### src/ast_defines.svh
`ifndef AST_DEFINES_SVH
`define AST_DEFINES_SVH

// Register offsets on the plain register port.
`define AST_ADDR_FLAGS 8'h0C
`define AST_ADDR_RXCTL 8'h18
`define AST_ADDR_TXBUF 8'h19
`define AST_ADDR_RXBUF 8'h1A
`define AST_ADDR_ENABLES 8'h8C
`define AST_ADDR_TXCTL 8'h98
`define AST_ADDR_DIVISOR 8'h99

// Flag register bit positions.
`define AST_FLAG_RXFULL 5
`define AST_FLAG_TXEMPTY 4

// Transmit status/control bit positions.
`define AST_TX_CLKSRC 7
`define AST_TX_NINE 6
`define AST_TX_EN 5
`define AST_TX_CLOCKED 4
`define AST_TX_HISPEED 2
`define AST_TX_SHEMPTY 1
`define AST_TX_NINTHBIT 0

// Receive status/control bit positions.
`define AST_RX_PORTEN 7
`define AST_RX_NINE 6
`define AST_RX_SINGLE 5
`define AST_RX_CONT 4
`define AST_RX_FRAMERR 2
`define AST_RX_OVERRUN 1
`define AST_RX_NINTHBIT 0

// Reset values.
`define AST_RST_BYTE 8'h00
`define AST_RST_TXCTL 8'h02

// Oversampling timing in ticks of the x16 clock, plus the prescale and data-bit limits.
`define AST_OS_LAST 4'hF
`define AST_VOTE_FIRST 4'h6
`define AST_VOTE_LAST 4'h8
`define AST_STOP_DECIDE 4'h9
`define AST_LOWSPEED_LAST 2'h3
`define AST_DATA8_LAST 4'h7
`define AST_DATA9_LAST 4'h8

`endif

### src/ast_pkg.sv
package ast_pkg;

    // Register port request from software.
    typedef struct packed {
        logic wr;
        logic rd;
        logic [7:0] addr;
        logic [7:0] wdata;
    } ast_bus_req_t;

    // One received word as it sits in the receive FIFO.
    typedef struct packed {
        logic framErr;
        logic ninth;
        logic [7:0] data;
    } ast_rx_word_t;

    typedef enum logic [1:0] {
        TX_IDLE = 2'b00,
        TX_START = 2'b01,
        TX_DATA = 2'b10,
        TX_STOP = 2'b11
    } ast_tx_state_t;

    typedef enum logic [1:0] {
        RX_IDLE = 2'b00,
        RX_START = 2'b01,
        RX_DATA = 2'b10,
        RX_STOP = 2'b11
    } ast_rx_state_t;

endpackage

### src/ast_transceiver.sv
// What this block does
// - NRZ frame: start, 8/9 data, stop.
// - LSB first, shared format and rate.
// - Baud prescale x16 high speed, x64 low.
// - No hardware parity; ninth bit carries it.
// - Baud generator halts during sleep.
// - Asynchronous only when clocked-mode bit clear.
// - Reload shifter only after stop bit sent.
// - Empty flag clears only on buffer write.
// - Shifter-empty status bit is polled.
// - Setting transmit enable sets empty flag.
// - Send needs enable and data, not a baud tick.
// - Clearing enable aborts and floats pin.
// - Receiver runs when continuous enable set.
// - Recovery sampler runs at x16 baud.
// - After stop bit push FIFO, set full.
// - Receive-full clears when FIFO emptied.
// - Two-entry FIFO; third word overruns, dropped.
// - Overrun blocks pushes; enable toggle clears.
// - Stop bit low sets framing error.
// - Error and ninth bit follow FIFO head.
// - Majority vote of samples 7, 8, 9.
// - Rate is clock over prescale times divisor+1.
// - Divisor write restarts baud timer.
//
// Decided for this implementation: the strobed register port.
`include "ast_defines.svh"

module ast_transceiver
    import ast_pkg::*;
#(
    parameter int RX_DEPTH = 2
) (
    // Clock and reset.
    input wire logic ref_clk,
    input wire logic srst,
    // Device power state.
    input wire logic sleepMode,
    // Register port.
    input wire ast_bus_req_t busReq,
    output logic [7:0] busRdData,
    // Serial line.
    input wire logic receivePin,
    output logic transmitPinOut,
    output logic transmitPinOe
);

    localparam int PTR_W = (RX_DEPTH > 1) ? $clog2(RX_DEPTH) : 1;
    localparam logic [PTR_W:0] FIFO_FULL = (PTR_W + 1)'(RX_DEPTH);

    // The pointer arithmetic wraps naturally only for a power-of-two depth.
    if (RX_DEPTH < 2 || (RX_DEPTH & (RX_DEPTH - 1)) != 0) begin : gBadDepth
        $error("RX_DEPTH must be a power of two of at least 2");
    end

    // Decodes a write or read of one register address.
    function automatic logic hitWr(input ast_bus_req_t req, input logic [7:0] addr);
        return req.wr && (req.addr == addr);
    endfunction

    function automatic logic hitRd(input ast_bus_req_t req, input logic [7:0] addr);
        return req.rd && (req.addr == addr);
    endfunction

    // Two of three samples decide the bit level.
    function automatic logic majority(input logic [2:0] v);
        return (v[0] & v[1]) | (v[0] & v[2]) | (v[1] & v[2]);
    endfunction

    logic wrTxCtl, wrRxCtl, wrTxBuf, wrDivisor, wrEnables, rdRxBuf;
    assign wrTxCtl = hitWr(busReq, `AST_ADDR_TXCTL);
    assign wrRxCtl = hitWr(busReq, `AST_ADDR_RXCTL);
    assign wrTxBuf = hitWr(busReq, `AST_ADDR_TXBUF);
    assign wrDivisor = hitWr(busReq, `AST_ADDR_DIVISOR);
    assign wrEnables = hitWr(busReq, `AST_ADDR_ENABLES);
    assign rdRxBuf = hitRd(busReq, `AST_ADDR_RXBUF);

    // Control registers.
    logic clkSrc, txNineEn, transmit_enable, clockedMode, hiSpeed, txNinthBit;
    logic portEn, rxNineEn, singleRx, contRx;
    logic [7:0] irqEnables, baudDiv;
    logic next_clkSrc, next_txNineEn, next_transmit_enable, next_clockedMode, next_hiSpeed, next_txNinthBit;
    logic next_portEn, next_rxNineEn, next_singleRx, next_contRx;
    logic [7:0] next_irqEnables, next_baudDiv;

    // Software writes to the control registers.
    always_comb begin
        next_clkSrc = clkSrc;
        next_txNineEn = txNineEn;
        next_transmit_enable = transmit_enable;
        next_clockedMode = clockedMode;
        next_hiSpeed = hiSpeed;
        next_txNinthBit = txNinthBit;
        next_portEn = portEn;
        next_rxNineEn = rxNineEn;
        next_singleRx = singleRx;
        next_contRx = contRx;
        next_irqEnables = irqEnables;
        next_baudDiv = baudDiv;
        if (wrTxCtl) begin
            next_clkSrc = busReq.wdata[`AST_TX_CLKSRC];
            next_txNineEn = busReq.wdata[`AST_TX_NINE];
            next_transmit_enable = busReq.wdata[`AST_TX_EN];
            next_clockedMode = busReq.wdata[`AST_TX_CLOCKED];
            next_hiSpeed = busReq.wdata[`AST_TX_HISPEED];
            next_txNinthBit = busReq.wdata[`AST_TX_NINTHBIT];
        end
        if (wrRxCtl) begin
            next_portEn = busReq.wdata[`AST_RX_PORTEN];
            next_rxNineEn = busReq.wdata[`AST_RX_NINE];
            next_singleRx = busReq.wdata[`AST_RX_SINGLE];
            next_contRx = busReq.wdata[`AST_RX_CONT];
        end
        if (wrEnables) begin
            next_irqEnables = busReq.wdata;
        end
        if (wrDivisor) begin
            next_baudDiv = busReq.wdata;
        end
    end

    always_ff @(posedge ref_clk) begin
        if (srst) begin
            clkSrc <= 1'b0;
            txNineEn <= 1'b0;
            transmit_enable <= 1'b0;
            clockedMode <= 1'b0;
            hiSpeed <= 1'b0;
            txNinthBit <= 1'b0;
            portEn <= 1'b0;
            rxNineEn <= 1'b0;
            singleRx <= 1'b0;
            contRx <= 1'b0;
            irqEnables <= `AST_RST_BYTE;
            baudDiv <= `AST_RST_BYTE;
        end else begin
            clkSrc <= next_clkSrc;
            txNineEn <= next_txNineEn;
            transmit_enable <= next_transmit_enable;
            clockedMode <= next_clockedMode;
            hiSpeed <= next_hiSpeed;
            txNinthBit <= next_txNinthBit;
            portEn <= next_portEn;
            rxNineEn <= next_rxNineEn;
            singleRx <= next_singleRx;
            contRx <= next_contRx;
            irqEnables <= next_irqEnables;
            baudDiv <= next_baudDiv;
        end
    end

    // Port is live only in asynchronous mode and enabled; sleep stops only the baud timer.
    logic asyncOn, txOn, rxOn;
    assign asyncOn = portEn && !clockedMode;
    assign txOn = asyncOn && transmit_enable;
    assign rxOn = asyncOn && contRx;

    // Baud generator.
    logic [7:0] baudCnt, next_baudCnt;
    logic [1:0] preCnt, next_preCnt;
    logic baudTick, osTick, baudRun;

    // Timer ticks once per divisor+1 clocks; low speed divides by four more.
    assign baudRun = (txOn || rxOn) && !sleepMode;
    assign baudTick = baudRun && (baudCnt == `AST_RST_BYTE);
    assign osTick = baudTick && (hiSpeed || preCnt == `AST_LOWSPEED_LAST);

    always_comb begin
        next_baudCnt = baudCnt;
        next_preCnt = preCnt;
        if (wrDivisor || !(txOn || rxOn)) begin
            next_baudCnt = wrDivisor ? busReq.wdata : baudDiv;
            next_preCnt = 2'h0;
        end else if (baudTick) begin
            next_baudCnt = baudDiv;
            next_preCnt = preCnt + 2'h1;
        end else if (baudRun) begin
            next_baudCnt = baudCnt - 8'h01;
        end
    end

    always_ff @(posedge ref_clk) begin
        if (srst) begin
            baudCnt <= `AST_RST_BYTE;
            preCnt <= 2'h0;
        end else begin
            baudCnt <= next_baudCnt;
            preCnt <= next_preCnt;
        end
    end

    // Transmitter.
    ast_tx_state_t txState, next_txState;
    logic [7:0] txBuf, next_txBuf;
    logic txBufFull, next_txBufFull, txFlag, next_txFlag;
    logic [8:0] txShift, next_txShift;
    logic [3:0] txTick, next_txTick, txBit, next_txBit;
    logic txNine, next_txNine, next_txPinOut;
    logic txBitEnd, txLoad, txEnRise;

    assign txBitEnd = osTick && (txTick == `AST_OS_LAST);
    assign txEnRise = wrTxCtl && busReq.wdata[`AST_TX_EN] && !transmit_enable;
    // A load waits out a buffer write so the write never races the move.
    assign txLoad = txOn && txBufFull && !wrTxBuf
        && (txState == TX_IDLE || (txState == TX_STOP && txBitEnd));

    always_comb begin
        next_txState = txState;
        next_txBuf = txBuf;
        next_txBufFull = txBufFull;
        next_txFlag = txFlag;
        next_txShift = txShift;
        next_txTick = osTick ? txTick + 4'h1 : txTick;
        next_txBit = txBit;
        next_txNine = txNine;
        if (wrTxBuf) begin
            next_txBuf = busReq.wdata;
            next_txBufFull = 1'b1;
            next_txFlag = 1'b0;
        end
        if (txEnRise) begin
            next_txFlag = 1'b1;
        end
        if (!txOn) begin
            next_txState = TX_IDLE;
            next_txTick = 4'h0;
        end else if (txLoad) begin
            // The ninth bit is taken as it stands at the move.
            next_txShift = {txNinthBit, txBuf};
            next_txNine = txNineEn;
            next_txBufFull = 1'b0;
            next_txFlag = 1'b1;
            next_txState = TX_START;
            next_txTick = 4'h0;
            next_txBit = 4'h0;
        end else if (txBitEnd) begin
            case (txState)
                TX_START: begin
                    next_txState = TX_DATA;
                end
                TX_DATA: begin
                    next_txShift = {1'b0, txShift[8:1]};
                    next_txBit = txBit + 4'h1;
                    if (txBit == (txNine ? `AST_DATA9_LAST : `AST_DATA8_LAST)) begin
                        next_txState = TX_STOP;
                    end
                end
                TX_STOP: begin
                    next_txState = TX_IDLE;
                end
                default: begin
                    next_txState = TX_IDLE;
                end
            endcase
        end else if (txState == TX_IDLE) begin
            next_txTick = 4'h0;
        end
        // Line level per frame phase; idle and stop drive high.
        case (next_txState)
            TX_START: next_txPinOut = 1'b0;
            TX_DATA: next_txPinOut = next_txShift[0];
            default: next_txPinOut = 1'b1;
        endcase
    end

    always_ff @(posedge ref_clk) begin
        if (srst) begin
            txState <= TX_IDLE;
            txBuf <= `AST_RST_BYTE;
            txBufFull <= 1'b0;
            txFlag <= 1'b0;
            txShift <= 9'h000;
            txTick <= 4'h0;
            txBit <= 4'h0;
            txNine <= 1'b0;
            transmitPinOut <= 1'b1;
            transmitPinOe <= 1'b0;
        end else begin
            txState <= next_txState;
            txBuf <= next_txBuf;
            txBufFull <= next_txBufFull;
            txFlag <= next_txFlag;
            txShift <= next_txShift;
            txTick <= next_txTick;
            txBit <= next_txBit;
            txNine <= next_txNine;
            transmitPinOut <= next_txPinOut;
            transmitPinOe <= next_transmit_enable && next_portEn && !next_clockedMode;
        end
    end

    // Receiver.
    logic rxS1, rxS2, rxS3, rxLvl, rxLvlPrev, next_rxLvl;
    ast_rx_state_t rxState, next_rxState;
    logic [3:0] rxTick, next_rxTick, rxBit, next_rxBit;
    logic [2:0] rxVotes, next_rxVotes;
    logic [8:0] rxShift, next_rxShift;
    logic rxNine, next_rxNine, rxStopDone, rxStopErr, overrun, next_overrun;

    // The filtered level moves only when the last two stages agree.
    assign next_rxLvl = (rxS2 == rxS3) ? rxS3 : rxLvl;

    always_comb begin
        next_rxState = rxState;
        next_rxTick = osTick ? rxTick + 4'h1 : rxTick;
        next_rxBit = rxBit;
        next_rxVotes = rxVotes;
        next_rxShift = rxShift;
        next_rxNine = rxNine;
        rxStopDone = 1'b0;
        rxStopErr = 1'b0;
        if (osTick && rxTick >= `AST_VOTE_FIRST && rxTick <= `AST_VOTE_LAST) begin
            next_rxVotes = {rxVotes[1:0], rxLvl};
        end
        if (!rxOn) begin
            next_rxState = RX_IDLE;
            next_rxTick = 4'h0;
        end else begin
            case (rxState)
                RX_IDLE: begin
                    next_rxTick = 4'h0;
                    if (rxLvlPrev && !rxLvl) begin
                        next_rxState = RX_START;
                        next_rxNine = rxNineEn;
                        next_rxBit = 4'h0;
                    end
                end
                RX_START: begin
                    if (osTick && rxTick == `AST_OS_LAST) begin
                        next_rxState = majority(rxVotes) ? RX_IDLE : RX_DATA;
                    end
                end
                RX_DATA: begin
                    if (osTick && rxTick == `AST_OS_LAST) begin
                        next_rxShift = {majority(rxVotes), rxShift[8:1]};
                        next_rxBit = rxBit + 4'h1;
                        if (rxBit == (rxNine ? `AST_DATA9_LAST : `AST_DATA8_LAST)) begin
                            next_rxState = RX_STOP;
                        end
                    end
                end
                RX_STOP: begin
                    if (osTick && rxTick == `AST_STOP_DECIDE) begin
                        rxStopDone = 1'b1;
                        rxStopErr = !majority(rxVotes);
                        next_rxState = RX_IDLE;
                    end
                end
                default: begin
                    next_rxState = RX_IDLE;
                end
            endcase
        end
    end

    always_ff @(posedge ref_clk) begin
        if (srst) begin
            rxS1 <= 1'b1;
            rxS2 <= 1'b1;
            rxS3 <= 1'b1;
            rxLvl <= 1'b1;
            rxLvlPrev <= 1'b1;
            rxState <= RX_IDLE;
            rxTick <= 4'h0;
            rxBit <= 4'h0;
            rxVotes <= 3'h7;
            rxShift <= 9'h000;
            rxNine <= 1'b0;
        end else begin
            rxS1 <= receivePin;
            rxS2 <= rxS1;
            rxS3 <= rxS2;
            rxLvl <= next_rxLvl;
            rxLvlPrev <= rxLvl;
            rxState <= next_rxState;
            rxTick <= next_rxTick;
            rxBit <= next_rxBit;
            rxVotes <= next_rxVotes;
            rxShift <= next_rxShift;
            rxNine <= next_rxNine;
        end
    end

    // Receive FIFO.
    ast_rx_word_t rxMem [RX_DEPTH];
    ast_rx_word_t rxWord, rxHead;
    logic [PTR_W-1:0] wrPtr, next_wrPtr, rdPtr, next_rdPtr;
    logic [PTR_W:0] fifoCnt, next_fifoCnt;
    logic rxPush, rxPop, rxFull;

    // An eight-bit word sits in the top of the shifter after eight shifts.
    assign rxWord = rxNine ? {rxStopErr, rxShift} : {rxStopErr, 1'b0, rxShift[8:1]};
    assign rxPush = rxStopDone && !overrun && fifoCnt != FIFO_FULL;
    assign rxPop = rdRxBuf && fifoCnt != '0;
    assign rxHead = (fifoCnt != '0) ? rxMem[rdPtr] : '0;
    assign rxFull = fifoCnt != '0;

    always_comb begin
        next_wrPtr = rxPush ? wrPtr + 1'b1 : wrPtr;
        next_rdPtr = rxPop ? rdPtr + 1'b1 : rdPtr;
        next_fifoCnt = fifoCnt + (PTR_W + 1)'(rxPush) - (PTR_W + 1)'(rxPop);
        next_overrun = overrun;
        if (!rxOn) begin
            next_overrun = 1'b0;
        end else if (rxStopDone && fifoCnt == FIFO_FULL) begin
            next_overrun = 1'b1;
        end
    end

    always_ff @(posedge ref_clk) begin
        if (srst) begin
            wrPtr <= '0;
            rdPtr <= '0;
            fifoCnt <= '0;
            overrun <= 1'b0;
        end else begin
            wrPtr <= next_wrPtr;
            rdPtr <= next_rdPtr;
            fifoCnt <= next_fifoCnt;
            overrun <= next_overrun;
        end
    end

    // Storage needs no reset; the count guards every read.
    always_ff @(posedge ref_clk) begin
        if (rxPush) begin
            rxMem[wrPtr] <= rxWord;
        end
    end

    // Read port.
    logic [7:0] next_busRdData;

    always_comb begin
        next_busRdData = `AST_RST_BYTE;
        if (busReq.rd) begin
            case (busReq.addr)
                `AST_ADDR_FLAGS: begin
                    next_busRdData[`AST_FLAG_RXFULL] = rxFull;
                    next_busRdData[`AST_FLAG_TXEMPTY] = txFlag;
                end
                `AST_ADDR_RXCTL: begin
                    next_busRdData = {portEn, rxNineEn, singleRx, contRx, 1'b0,
                        rxHead.framErr, overrun, rxHead.ninth};
                end
                `AST_ADDR_TXBUF: next_busRdData = txBuf;
                `AST_ADDR_RXBUF: next_busRdData = rxHead.data;
                `AST_ADDR_ENABLES: next_busRdData = irqEnables;
                `AST_ADDR_TXCTL: begin
                    next_busRdData = {clkSrc, txNineEn, transmit_enable, clockedMode, 1'b0,
                        hiSpeed, txState == TX_IDLE, txNinthBit};
                end
                `AST_ADDR_DIVISOR: next_busRdData = baudDiv;
                default: next_busRdData = `AST_RST_BYTE;
            endcase
        end
    end

    always_ff @(posedge ref_clk) begin
        if (srst) begin
            busRdData <= `AST_RST_BYTE;
        end else begin
            busRdData <= next_busRdData;
        end
    end
endmodule // ast_transceiver

### config.mk
export PLATFORM = sky130hd
export DESIGN_NAME = ast_transceiver
export DESIGN_NICKNAME = d
export VERILOG_FILES = /design/src/ast_pkg.sv /design/src/ast_transceiver.sv
export VERILOG_INCLUDE_DIRS = /design/src
export SDC_FILE = /design/constraint.sdc
export NUM_CORES = 1
export LEC_CHECK = 0
export BUFFER_PORTS_ARGS = -buffer_cell sky130_fd_sc_hd__buf_2
export CELL_PAD_IN_SITES_DETAIL_PLACEMENT = 0
export CELL_PAD_IN_SITES_GLOBAL_PLACEMENT = 2
export CORE_MARGIN = 2
export CORE_UTILIZATION = 25
export DETAILED_ROUTE_END_ITERATION = 8
export PLACE_DENSITY = 0.69
export REMOVE_ABC_BUFFERS = 1
export SYNTH_ARGS = -nofsm -noshare
export SYNTH_HDL_FRONTEND = slang
export SYNTH_SLANG_ARGS = --single-unit
### constraint.sdc
create_clock -name ref_clk -period 2.5 [get_ports ref_clk]
set_clock_uncertainty 0.1 [all_clocks]
set_input_delay 0.625 -clock ref_clk [delete_from_list [all_inputs] [get_ports ref_clk]]
set_output_delay 0.625 -clock ref_clk [all_outputs]
set_load 0.01 [all_outputs]
==> results of run 1 <==
-- path summary, 6_finish.rpt --
check               endpoint  slack (ns)  depth (start not counted)
setup / recovery  txShift[0]        0.17                         10
hold / removal          rxS1        0.28                          2
setup reg to reg  txShift[0]        0.17                         10
hold reg to reg         rxS2        0.31                          1
-- timing repair --
action,4_1_cts,5_1_grt
setup buffers,0,1
setup endpoints to repair,0,52
resized for setup,0,19
-- stage by stage --
stage / total power, mW / TNS (ns) / instance area (sq um)
final: 4.81 / 0 / 7560
after CTS: 4.86 / 0 / 7410
after floorplan: 2.21 / -4.14 / 5890
after global placement: 2.32 / 0 / 6820
after detailed placement: 2.32 / 0 / 6820
after global routing: 4.97 / -0.00493 / 7560
-- cell type report --
class / count / area, sq um / share of cell area [%]
multi-input cells: 488 / 3110 / 41.2
clock buffers: 17 / 425 / 5.63
flip-flops and latches: 130 / 2800 / 37.1
clock inverters: 15 / 170 / 2.25
repair buffers: 83 / 588 / 7.78
inverters: 15 / 56.3 / 0.745
well taps: 319 / 399 / 5.28
-- routing by layer --
metal | share of wire [%] | track usage, %
met1 | 46 | 18.1
met2 | 50 | 23.7
met3 | 3.6 | 2.87
met4 | 0.44 | 3.47
met5 | 0 | 0
-- registers in the layout, summed over array words and instances, names as in the netlist, 3 cells and up, named ones only --
signal	count
baudCnt	8
baudDiv	8
busRdData	8
irqEnables	8
rxBit	4
rxMem	20
rxShift	9
rxTick	4
rxVotes	3
txBit	4
txBuf	8
txShift	9
txTick	4
-- where the power goes --
part	internal [mW]	leakage [nW]	switching (mW)
clock	1.50	0.294	1.03
sequential	2.12	1.11	0.00243
combinational	0.0553	1.38	0.100
-- critical path, cell delays in order, from the launching register on --
cell,delay [ns]
dfxtp_2,0.33
inv_1,0.09
ha_1,0.18
nor3b_4,0.21
and3_4,0.24
buf_4,0.19
and3_4,0.22
o21ai_4,0.10
buf_4,0.18
clkbuf_16,0.16
a311oi_1,0.23
-- Yosys cell counts, types with 4 or more instances --
master,n
nand2_1,87
mux2_2,16
buf_4,4
xor2_1,6
nor3_1,8
and2_1,5
a31oi_1,10
a211oi_1,10
o21ai_0,14
nor2_1,70
o221ai_1,7
a22oi_1,10
nand2b_1,5
a21oi_1,67
and3_1,5
nor2b_1,8
clkbuf_1,24
mux2i_1,28
or3_1,7
nor3b_1,5
or2_2,5
dfxtp_1,110
xnor2_1,8
buf_2,5
inv_1,15
nand4_1,10
ha_1,13
a211o_1,6
nand3b_1,4
nand3_1,27
edfxtp_1,20
-- cells by family (layout without fill, tap and decap cells) --
| kind of cell | Yosys count | in the layout | synth area share [%] |
|---|---|---|---|
| and+or+nand+nor | 263 | 263 | 21.1 |
| AOI/OAI and AO/OA | 153 | 153 | 16.5 |
| DFF | 130 | 130 | 46.3 |
| buffers and inverters | 50 | 130 | 3.58 |
| muxes | 44 | 44 | 7.61 |
| adders and majority gates | 14 | 14 | 2.85 |
| xor gates and xnor gates | 14 | 14 | 2.03 |
==> metrics, run 1 <==
Worst Max-Slew Pin Slew approximately 0.64 ns; Area growth syn-to-layout 24.8%; critical path type reg2reg; Max Freq 428 MHz; area share of the largest cell type after synthesis 36.4%; via density per instance ~4.7; DRT Wirelength approximately 18,000 microns; ratio of final minimum period to clock period 93.4%; main flop type after synthesis dfxtp_1; Clk Tree Root Cell clkbuf_16; post-synthesis sequential area ratio 46.3%; placed cell count 1,032; Initial Utilization roughly 26%; most used cells in the layout excluding fill and tap cells dfxtp_1 (109), nand2_1 (87), nor2_1 (69); Critical Path Start baudCnt[0]; clock sink count 130; drt wl/cell 16.5 microns; clock period minus worst slack around 2.3 ns; outcome finished clean; cell types with the largest area share after synthesis dfxtp_1 (36%), edfxtp_1 (9.9%), a21oi_1 (5.5%); Non-Filler Instances 1,067; clock-pin slew reported for the worst setup and hold paths after clock tree synthesis 0.06 ns; YS warnings 0; number of global-route vias before repair around 5,000; clock tree from TritonCTS yes; number of fill cells 2,473; num rows 56; headroom to the max-slew limit roughly 57%; number of buffers created by CTS 17; category of the worst setup path capture point flop; via count of the routed design 5,041; worst flop-to-flop path startpoint baudCnt[0]; pin count of the biggest net entering global routing 41; number of inserted diodes 0; DP Wirelength 13,000 microns; minimum setup slack in the final design 0.166 ns; required time of the critical path 2.72 ns; wire length of the first global-routing pass 28,000 microns; Post-Synthesis Mean Instance Area 9.06 sq um; post-synthesis instance area between 6000 and 7000 sq um; width of the die 160 microns; worst hold start receivePin; maxcap violations 0; worst hold-check slack approximately 0.28 ns; antenna violations before repair 0; global placer's final weighted congestion 0.806; power density normalized to cell area 637 nW/um^2; clock insertion delay at the later pin of the skew report 0.42 ns; num ports 32; number of H-tree branching levels 4; worst path arrival time 2.55 ns; share of flip-flops with an asynchronous set or reset 0%; distinct cell type count after synthesis 64; most common library cell in the layout ignoring fill and taps dfxtp_1; max-slew violations 0; hold bufs inserted after CTS 0; startpoint type of the worst setup path flop; Total GRT Usage 14.0%; residual overflow from global routing 0; chip height 160 microns; number of instances in the synthesized netlist roughly 670; standby leakage power 2.79 nW; final layout net count 770; peak fanout along the critical path 10; number of flops mapped to enable cells by yosys 20; endpoints failing hold 0; fraction of final layout cells with drive strength greater than 1 about a fifth; quantity of I/O buffers inserted on ports 31; Starting DRT DRC Count 359; DRT Pass-1 Iters 4; area of the die ~25,000 sq um; count of state elements after synthesis 130; buffers from clock root to sink, at most 2; final setup violation count 0; count of nets left with antenna violations after detail routing 0; worst slack after detailed placement 0.00357 ns; Remaining DRCs 0; utilization after layout 32.0%; Hold WC Path Type in2reg; maximum vdd ir drop 0.350 mV; area of the core 23,600 sq um; library cell occupying the most area in the post-synthesis netlist dfxtp_1
Note: power is estimated with default switching activity, not from simulation.
==> inputs of run 2 (changes only) <==
--- a/config.mk
+++ b/config.mk
@@ -9,11 +9,13 @@
 export BUFFER_PORTS_ARGS = -buffer_cell sky130_fd_sc_hd__buf_2
 export CELL_PAD_IN_SITES_DETAIL_PLACEMENT = 0
 export CELL_PAD_IN_SITES_GLOBAL_PLACEMENT = 2
+export CORE_ASPECT_RATIO = 1.2
 export CORE_MARGIN = 2
 export CORE_UTILIZATION = 25
 export DETAILED_ROUTE_END_ITERATION = 8
 export PLACE_DENSITY = 0.69
 export REMOVE_ABC_BUFFERS = 1
+export SETUP_SLACK_MARGIN = 0.2
 export SYNTH_ARGS = -nofsm -noshare
 export SYNTH_HDL_FRONTEND = slang
 export SYNTH_SLANG_ARGS = --single-unit
==> metrics, run 2 (synthesis results as in run 1) <==
outcome finished clean; maxcap violations 0; worst flop-to-flop path endpoint fifoCnt[1]; ratio of final minimum period to clock period about nine tenths; wire length of the first global-routing pass 27,200 microns; maximum vdd ir drop roughly 0.37 mV; category of the worst setup path capture point flop; Largest register FFs 20; Total GRT Usage between 10% and 20%; Starting DRT DRC Count 193; Hold WC Path Type in2reg; DP Wirelength 12,700 microns; startpoint type of the worst setup path flop; num rows between 60 and 70; depth of the most critical reg-to-reg path 10; worst path arrival time 2.42 ns; number of global-route vias before repair 4,971; num ports 32; via density per instance 4.65; power density normalized to cell area ~660 nW/um^2; number of buffers created by CTS 17; final setup violation count 0; clock sink count 130; utilization after layout 32.2%; largest register by flop count rxMem; area of the die 25,500 sq um; width of the die between 100 and 150 microns; number of inserted diodes 0; Area growth syn-to-layout 27.1%; Initial Utilization 25.3%; quantity of I/O buffers inserted on ports 31; buffers from clock root to sink, at most 2; Worst Max-Slew Pin Slew 0.665 ns; worst flop-to-flop path startpoint baudCnt[1]; setup repair after global routing missed its margin yes; setup slack, reg-to-reg 0.29 ns; Non-Filler Instances 1,078; count of nets left with antenna violations after detail routing 0; clock-pin slew reported for the worst setup and hold paths after clock tree synthesis 0.06 ns; drt wl/cell 15.7 microns; via count of the routed design around 5,000; clock insertion delay at the later pin of the skew report 0.42 ns; final layout net count 780; most congested layer reported by global routing met2; standby leakage power 2.83 nW; Clk Tree Root Cell clkbuf_16; global routing met2 resource utilization 24.5%; most used cells in the layout excluding fill and tap cells dfxtp_1 (102), nand2_1 (87), nor2_1 (68); endpoints failing hold 0; required time of the critical path between 2 and 3 ns; hold bufs inserted after CTS 0; headroom to the max-slew limit between 50% and 60%; number of H-tree branching levels 4; residual overflow from global routing 0; global placer's final weighted congestion 0.759; depth of the worst hold-timing path 2; DRT Wirelength 17,000 microns; fraction of final layout cells with drive strength greater than 1 23.9%; clock period minus worst slack ~2.2 ns; met3 Use GR 3.15%; area of the core roughly 24,000 sq um; critical path type reg2reg; most common library cell in the layout ignoring fill and taps dfxtp_1; Hold EP rxS1; top flop regs rxMem: 20 flops, rxShift: 9 flops, txShift: 9 flops; Remaining DRCs 0; chip height around 170 microns; peak fanout along the critical path 3; max-slew violations 0; placed cell count 1,041; clock tree from TritonCTS yes; DRT Pass-1 Iters 4; antenna violations before repair 0; worst hold start receivePin; Critical Path Start baudCnt[1]; Max Freq roughly 450 MHz; met1 demand-to-capacity share in global routing roughly 16%; pin count of the biggest net entering global routing 37
[run 2: per-stage QoR]
| stage | power [mW] | setup TNS [ns] | worst slack [ns] | hold slack (ns) | instance area (sq um) |
|---|---|---|---|---|---|
| final | 5.05 | 0 | 0.285 | 0.280 | 7700 |
| after global routing | 5.22 | 0 | 0.185 | 0.265 | 7700 |
| after CTS | 5.13 | 0 | 0.177 | 0.263 | 7560 |
| after detailed placement | 2.32 | -0.0530 | -0.0530 | 0.309 | 6890 |
| after global placement | 2.32 | -0.387 | -0.0748 | 0.292 | 6890 |
| after floorplan | 2.21 | -4.14 | -0.523 | 0.289 | 5890 |
[run 2: layer usage]
| layer | wire length (microns) | up-vias |
|---|---|---|
| met1 | 7630 | 2354 |
| met3 | 400 | 26 |
| met5 | 0 | - |
| met2 | 8610 | 63 |
| met4 | 330 | 0 |
| li1 | - | 2566 |
[run 2: worst max path at each step]
stage / endpoint / slack [ns]
after global placement: fifoCnt[1] / -0.07
after global routing: fifoCnt[1] / 0.18
final: fifoCnt[1] / 0.29
after detailed placement: fifoCnt[1] / -0.05
after floorplan: txTick[1] / -0.52
after CTS: fifoCnt[1] / 0.18
[run 2: timing repair]
item	in CTS	in global routing
pin swaps	1	8
setup buffers	0	5
gates resized for setup	5	28
hold endpoints to repair	0	0
setup endpoints to repair	32	41
[run 2: where the power goes]
group / leakage, nW / total [mW] / internal (mW) / switching, mW
Clock: 0.310 / 2.78 / 1.78 / 1.00
Sequential: 1.11 / 2.12 / 2.12 / 0.00260
Combinational: 1.41 / 0.152 / 0.0544 / 0.0980
Total: 2.83 / 5.05 / 3.95 / 1.10
[run 2: cell type report]
class | instances | area (sq um)
inverters | 15 | 56.3
repair buffers | 93 | 643
multi-input cells | 488 | 3130
fillers | 2549 | 16200
flip-flops and latches | 130 | 2820
clock buffers | 17 | 425
well taps | 320 | 400
clock inverters | 15 | 230
[run 2: critical path, cell delays in order, from the launching register on]
cell	delay, ns
dfxtp_1	0.32
inv_2	0.08
ha_4	0.13
nor3b_4	0.20
and3_4	0.25
nand4_1	0.22
xor2_1	0.23
ha_2	0.20
xnor2_2	0.16
xnor2_1	0.13
nor2_1	0.06
==> inputs of run 3 (changes only) <==
--- a/config.mk
+++ b/config.mk
@@ -6,14 +6,14 @@
 export SDC_FILE = /design/constraint.sdc
 export NUM_CORES = 1
 export LEC_CHECK = 0
-export BUFFER_PORTS_ARGS = -buffer_cell sky130_fd_sc_hd__buf_2
 export CELL_PAD_IN_SITES_DETAIL_PLACEMENT = 0
 export CELL_PAD_IN_SITES_GLOBAL_PLACEMENT = 2
 export CORE_ASPECT_RATIO = 1.2
 export CORE_MARGIN = 2
 export CORE_UTILIZATION = 25
 export DETAILED_ROUTE_END_ITERATION = 8
-export PLACE_DENSITY = 0.69
+export DONT_BUFFER_PORTS = 1
+export PLACE_DENSITY = 0.67
 export REMOVE_ABC_BUFFERS = 1
 export SETUP_SLACK_MARGIN = 0.2
 export SYNTH_ARGS = -nofsm -noshare
==> metrics, run 3 (synthesis results as in run 1) <==
number of fill cells 2,516; global placer's final weighted congestion 0.834; utilization after layout 30.9%; wire length of the first global-routing pass 27,100 microns; CP max-delay cell dfxtp_4; most common library cell in the layout ignoring fill and taps dfxtp_1; ratio of final minimum period to clock period 88.4%; depth of the worst hold-timing path 1; number of inserted diodes 0; headroom to the max-slew limit 56.7%; setup repair after global routing missed its margin yes; clock sink count 130; pin count of the biggest net entering global routing between 90 and 100; critical path type reg2reg; DRT Wirelength 17,100 microns; fraction of final layout cells with drive strength greater than 1 18.3%; area of the die 25,500 sq um; final layout net count 733; hold bufs inserted after CTS 0; peak fanout along the critical path 4; maximum vdd ir drop 0.297 mV; required time of the critical path 2.71 ns; Largest register FFs 20; critical path cell sequence inv_2 -> ha_4 -> nand3_4 -> nor4_4 -> buf_4 -> nand4_1 -> xor2_1 -> ha_2 -> xnor2_2 -> xnor2_1 -> nor2_1; worst path arrival time 2.42 ns; via count of the routed design roughly 5,000; num ports 32; chip height 174 microns; final setup violation count 0; DRT Pass-1 Iters 4; Remaining DRCs 0; via density per instance around 4.8; number of global-route vias before repair 4,921; Area growth syn-to-layout 21.9%; Max Freq approximately 450 MHz; depth of the most critical reg-to-reg path 11; quantity of I/O buffers inserted on ports 0; power density normalized to cell area 641 nW/um^2; top flop regs rxMem: 20 flops, rxShift: 9 flops, txShift: 9 flops; maxcap violations 0; worst hold start srst; standby leakage power between 2 and 3 nW; endpoints failing hold 0; antenna violations before repair 0; clock-pin slew reported for the worst setup and hold paths after clock tree synthesis 0.06 ns; startpoint type of the worst setup path flop; category of the worst setup path capture point flop; largest stage delay on the critical path between 0.3 and 0.4 ns; most used cells in the layout excluding fill and tap cells dfxtp_1 (105), nand2_1 (87), nor2_1 (69); Total GRT Usage 13.5%; CP bufs+invs 2; max-slew violations 0; Starting DRT DRC Count 240; setup slack, reg-to-reg 0.29 ns; Final Total Pwr 4.73 mW; width of the die 146 microns; area of the core 23,900 sq um; clock period minus worst slack 2.21 ns; family of cells with the greatest summed delay on the critical path simple AND/OR/NAND/NOR gates; number of H-tree branching levels 4; Worst Max-Slew Pin Slew 0.641 ns; number of buffers created by CTS 17; outcome finished clean; largest register by flop count rxMem; residual overflow from global routing 0; buffers from clock root to sink, at most 2; Hold EP txShift[7]; count of nets left with antenna violations after detail routing 0; DP Wirelength 12,400 microns; clock tree from TritonCTS yes; worst flop-to-flop path endpoint fifoCnt[1]; clock insertion delay at the later pin of the skew report 0.42 ns; Hold WC Path Type in2reg; Initial Utilization between 20% and 30%; area of all placed cells without fillers 7380 sq um; worst flop-to-flop path startpoint rxTick[1]; worst hold-check slack 0.194 ns; num rows 62; drt wl/cell 16.6 microns; cell area after placement 6580 sq um; Clk Tree Root Cell clkbuf_16
==> run 3: changes by cell type in the layout (fill, tap and decap cells not counted), sizes merged <==
| cell | before | now |
|---|---|---|
| bufinv | 5 | 2 |
| buf | 93 | 46 |
| clkinv | 4 | 3 |
| clkinvlp | 3 | 2 |
| inv | 18 | 23 |
==> run 3: timing repair <==
action,CTS,global route
buffers inserted,0,6
cloned,1,1
resized for setup,11,25
pin swaps,1,7
setup endpoints to repair,37,27
endpoints found under the hold margin,0,0
==> run 3: worst max-delay path by stage <==
stage / from / endpoint / slack [ns] / depth (start not counted)
finish: rxTick[1] / fifoCnt[1] / 0.29 / 11
global placement: baudCnt[0] / transmitPinOut / 0.15 / 9
detailed placement: baudCnt[0] / transmitPinOut / 0.11 / 9
CTS: baudCnt[0] / txTick[1] / 0.22 / 9
global route: rxTick[0] / fifoCnt[1] / 0.19 / 10
floorplan: busReq[9] / txTick[1] / -0.52 / 6
==> run 3: final cells by class <==
cell class | instances | area [sq um] | share of cell area [%]
Clock buffer | 17 | 425 | 5.76
Clock inverter | 15 | 169 | 2.29
Inverter | 15 | 56.3 | 0.763
Multi-Input combinational cell | 488 | 3160 | 42.8
Sequential cell | 130 | 2820 | 38.2
Tap cell | 320 | 400 | 5.42
Timing Repair Buffer | 46 | 352 | 4.76
==> run 3: routing by layer <==
metal  GRT usage (%)  vias to the layer above  wire length [microns]
met1            16.5                     2448                   7700
met2            23.8                       67                   8660
met5               0                        -                      0
met3            3.18                       10                    574
li1                -                     2472                      -
met4            3.88                        0                    194
==> run 3: power breakdown <==
group	internal [mW]	switching [mW]	total [mW]	leakage, nW
sequential	2.12	0.00246	2.12	1.11
clock	1.50	1.04	2.54	0.286
combinational	0.0363	0.0370	0.0733	1.20
total	3.65	1.08	4.73	2.60
==> run 3: metrics by stage <==
stage,worst slack [ns],std cells,setup TNS (ns)
final,0.291,1031,0
after global routing,0.194,1031,0
after CTS,0.216,1024,0
after detailed placement,0.109,991,0
after global placement,0.150,991,0
after floorplan,-0.523,633,-4.14
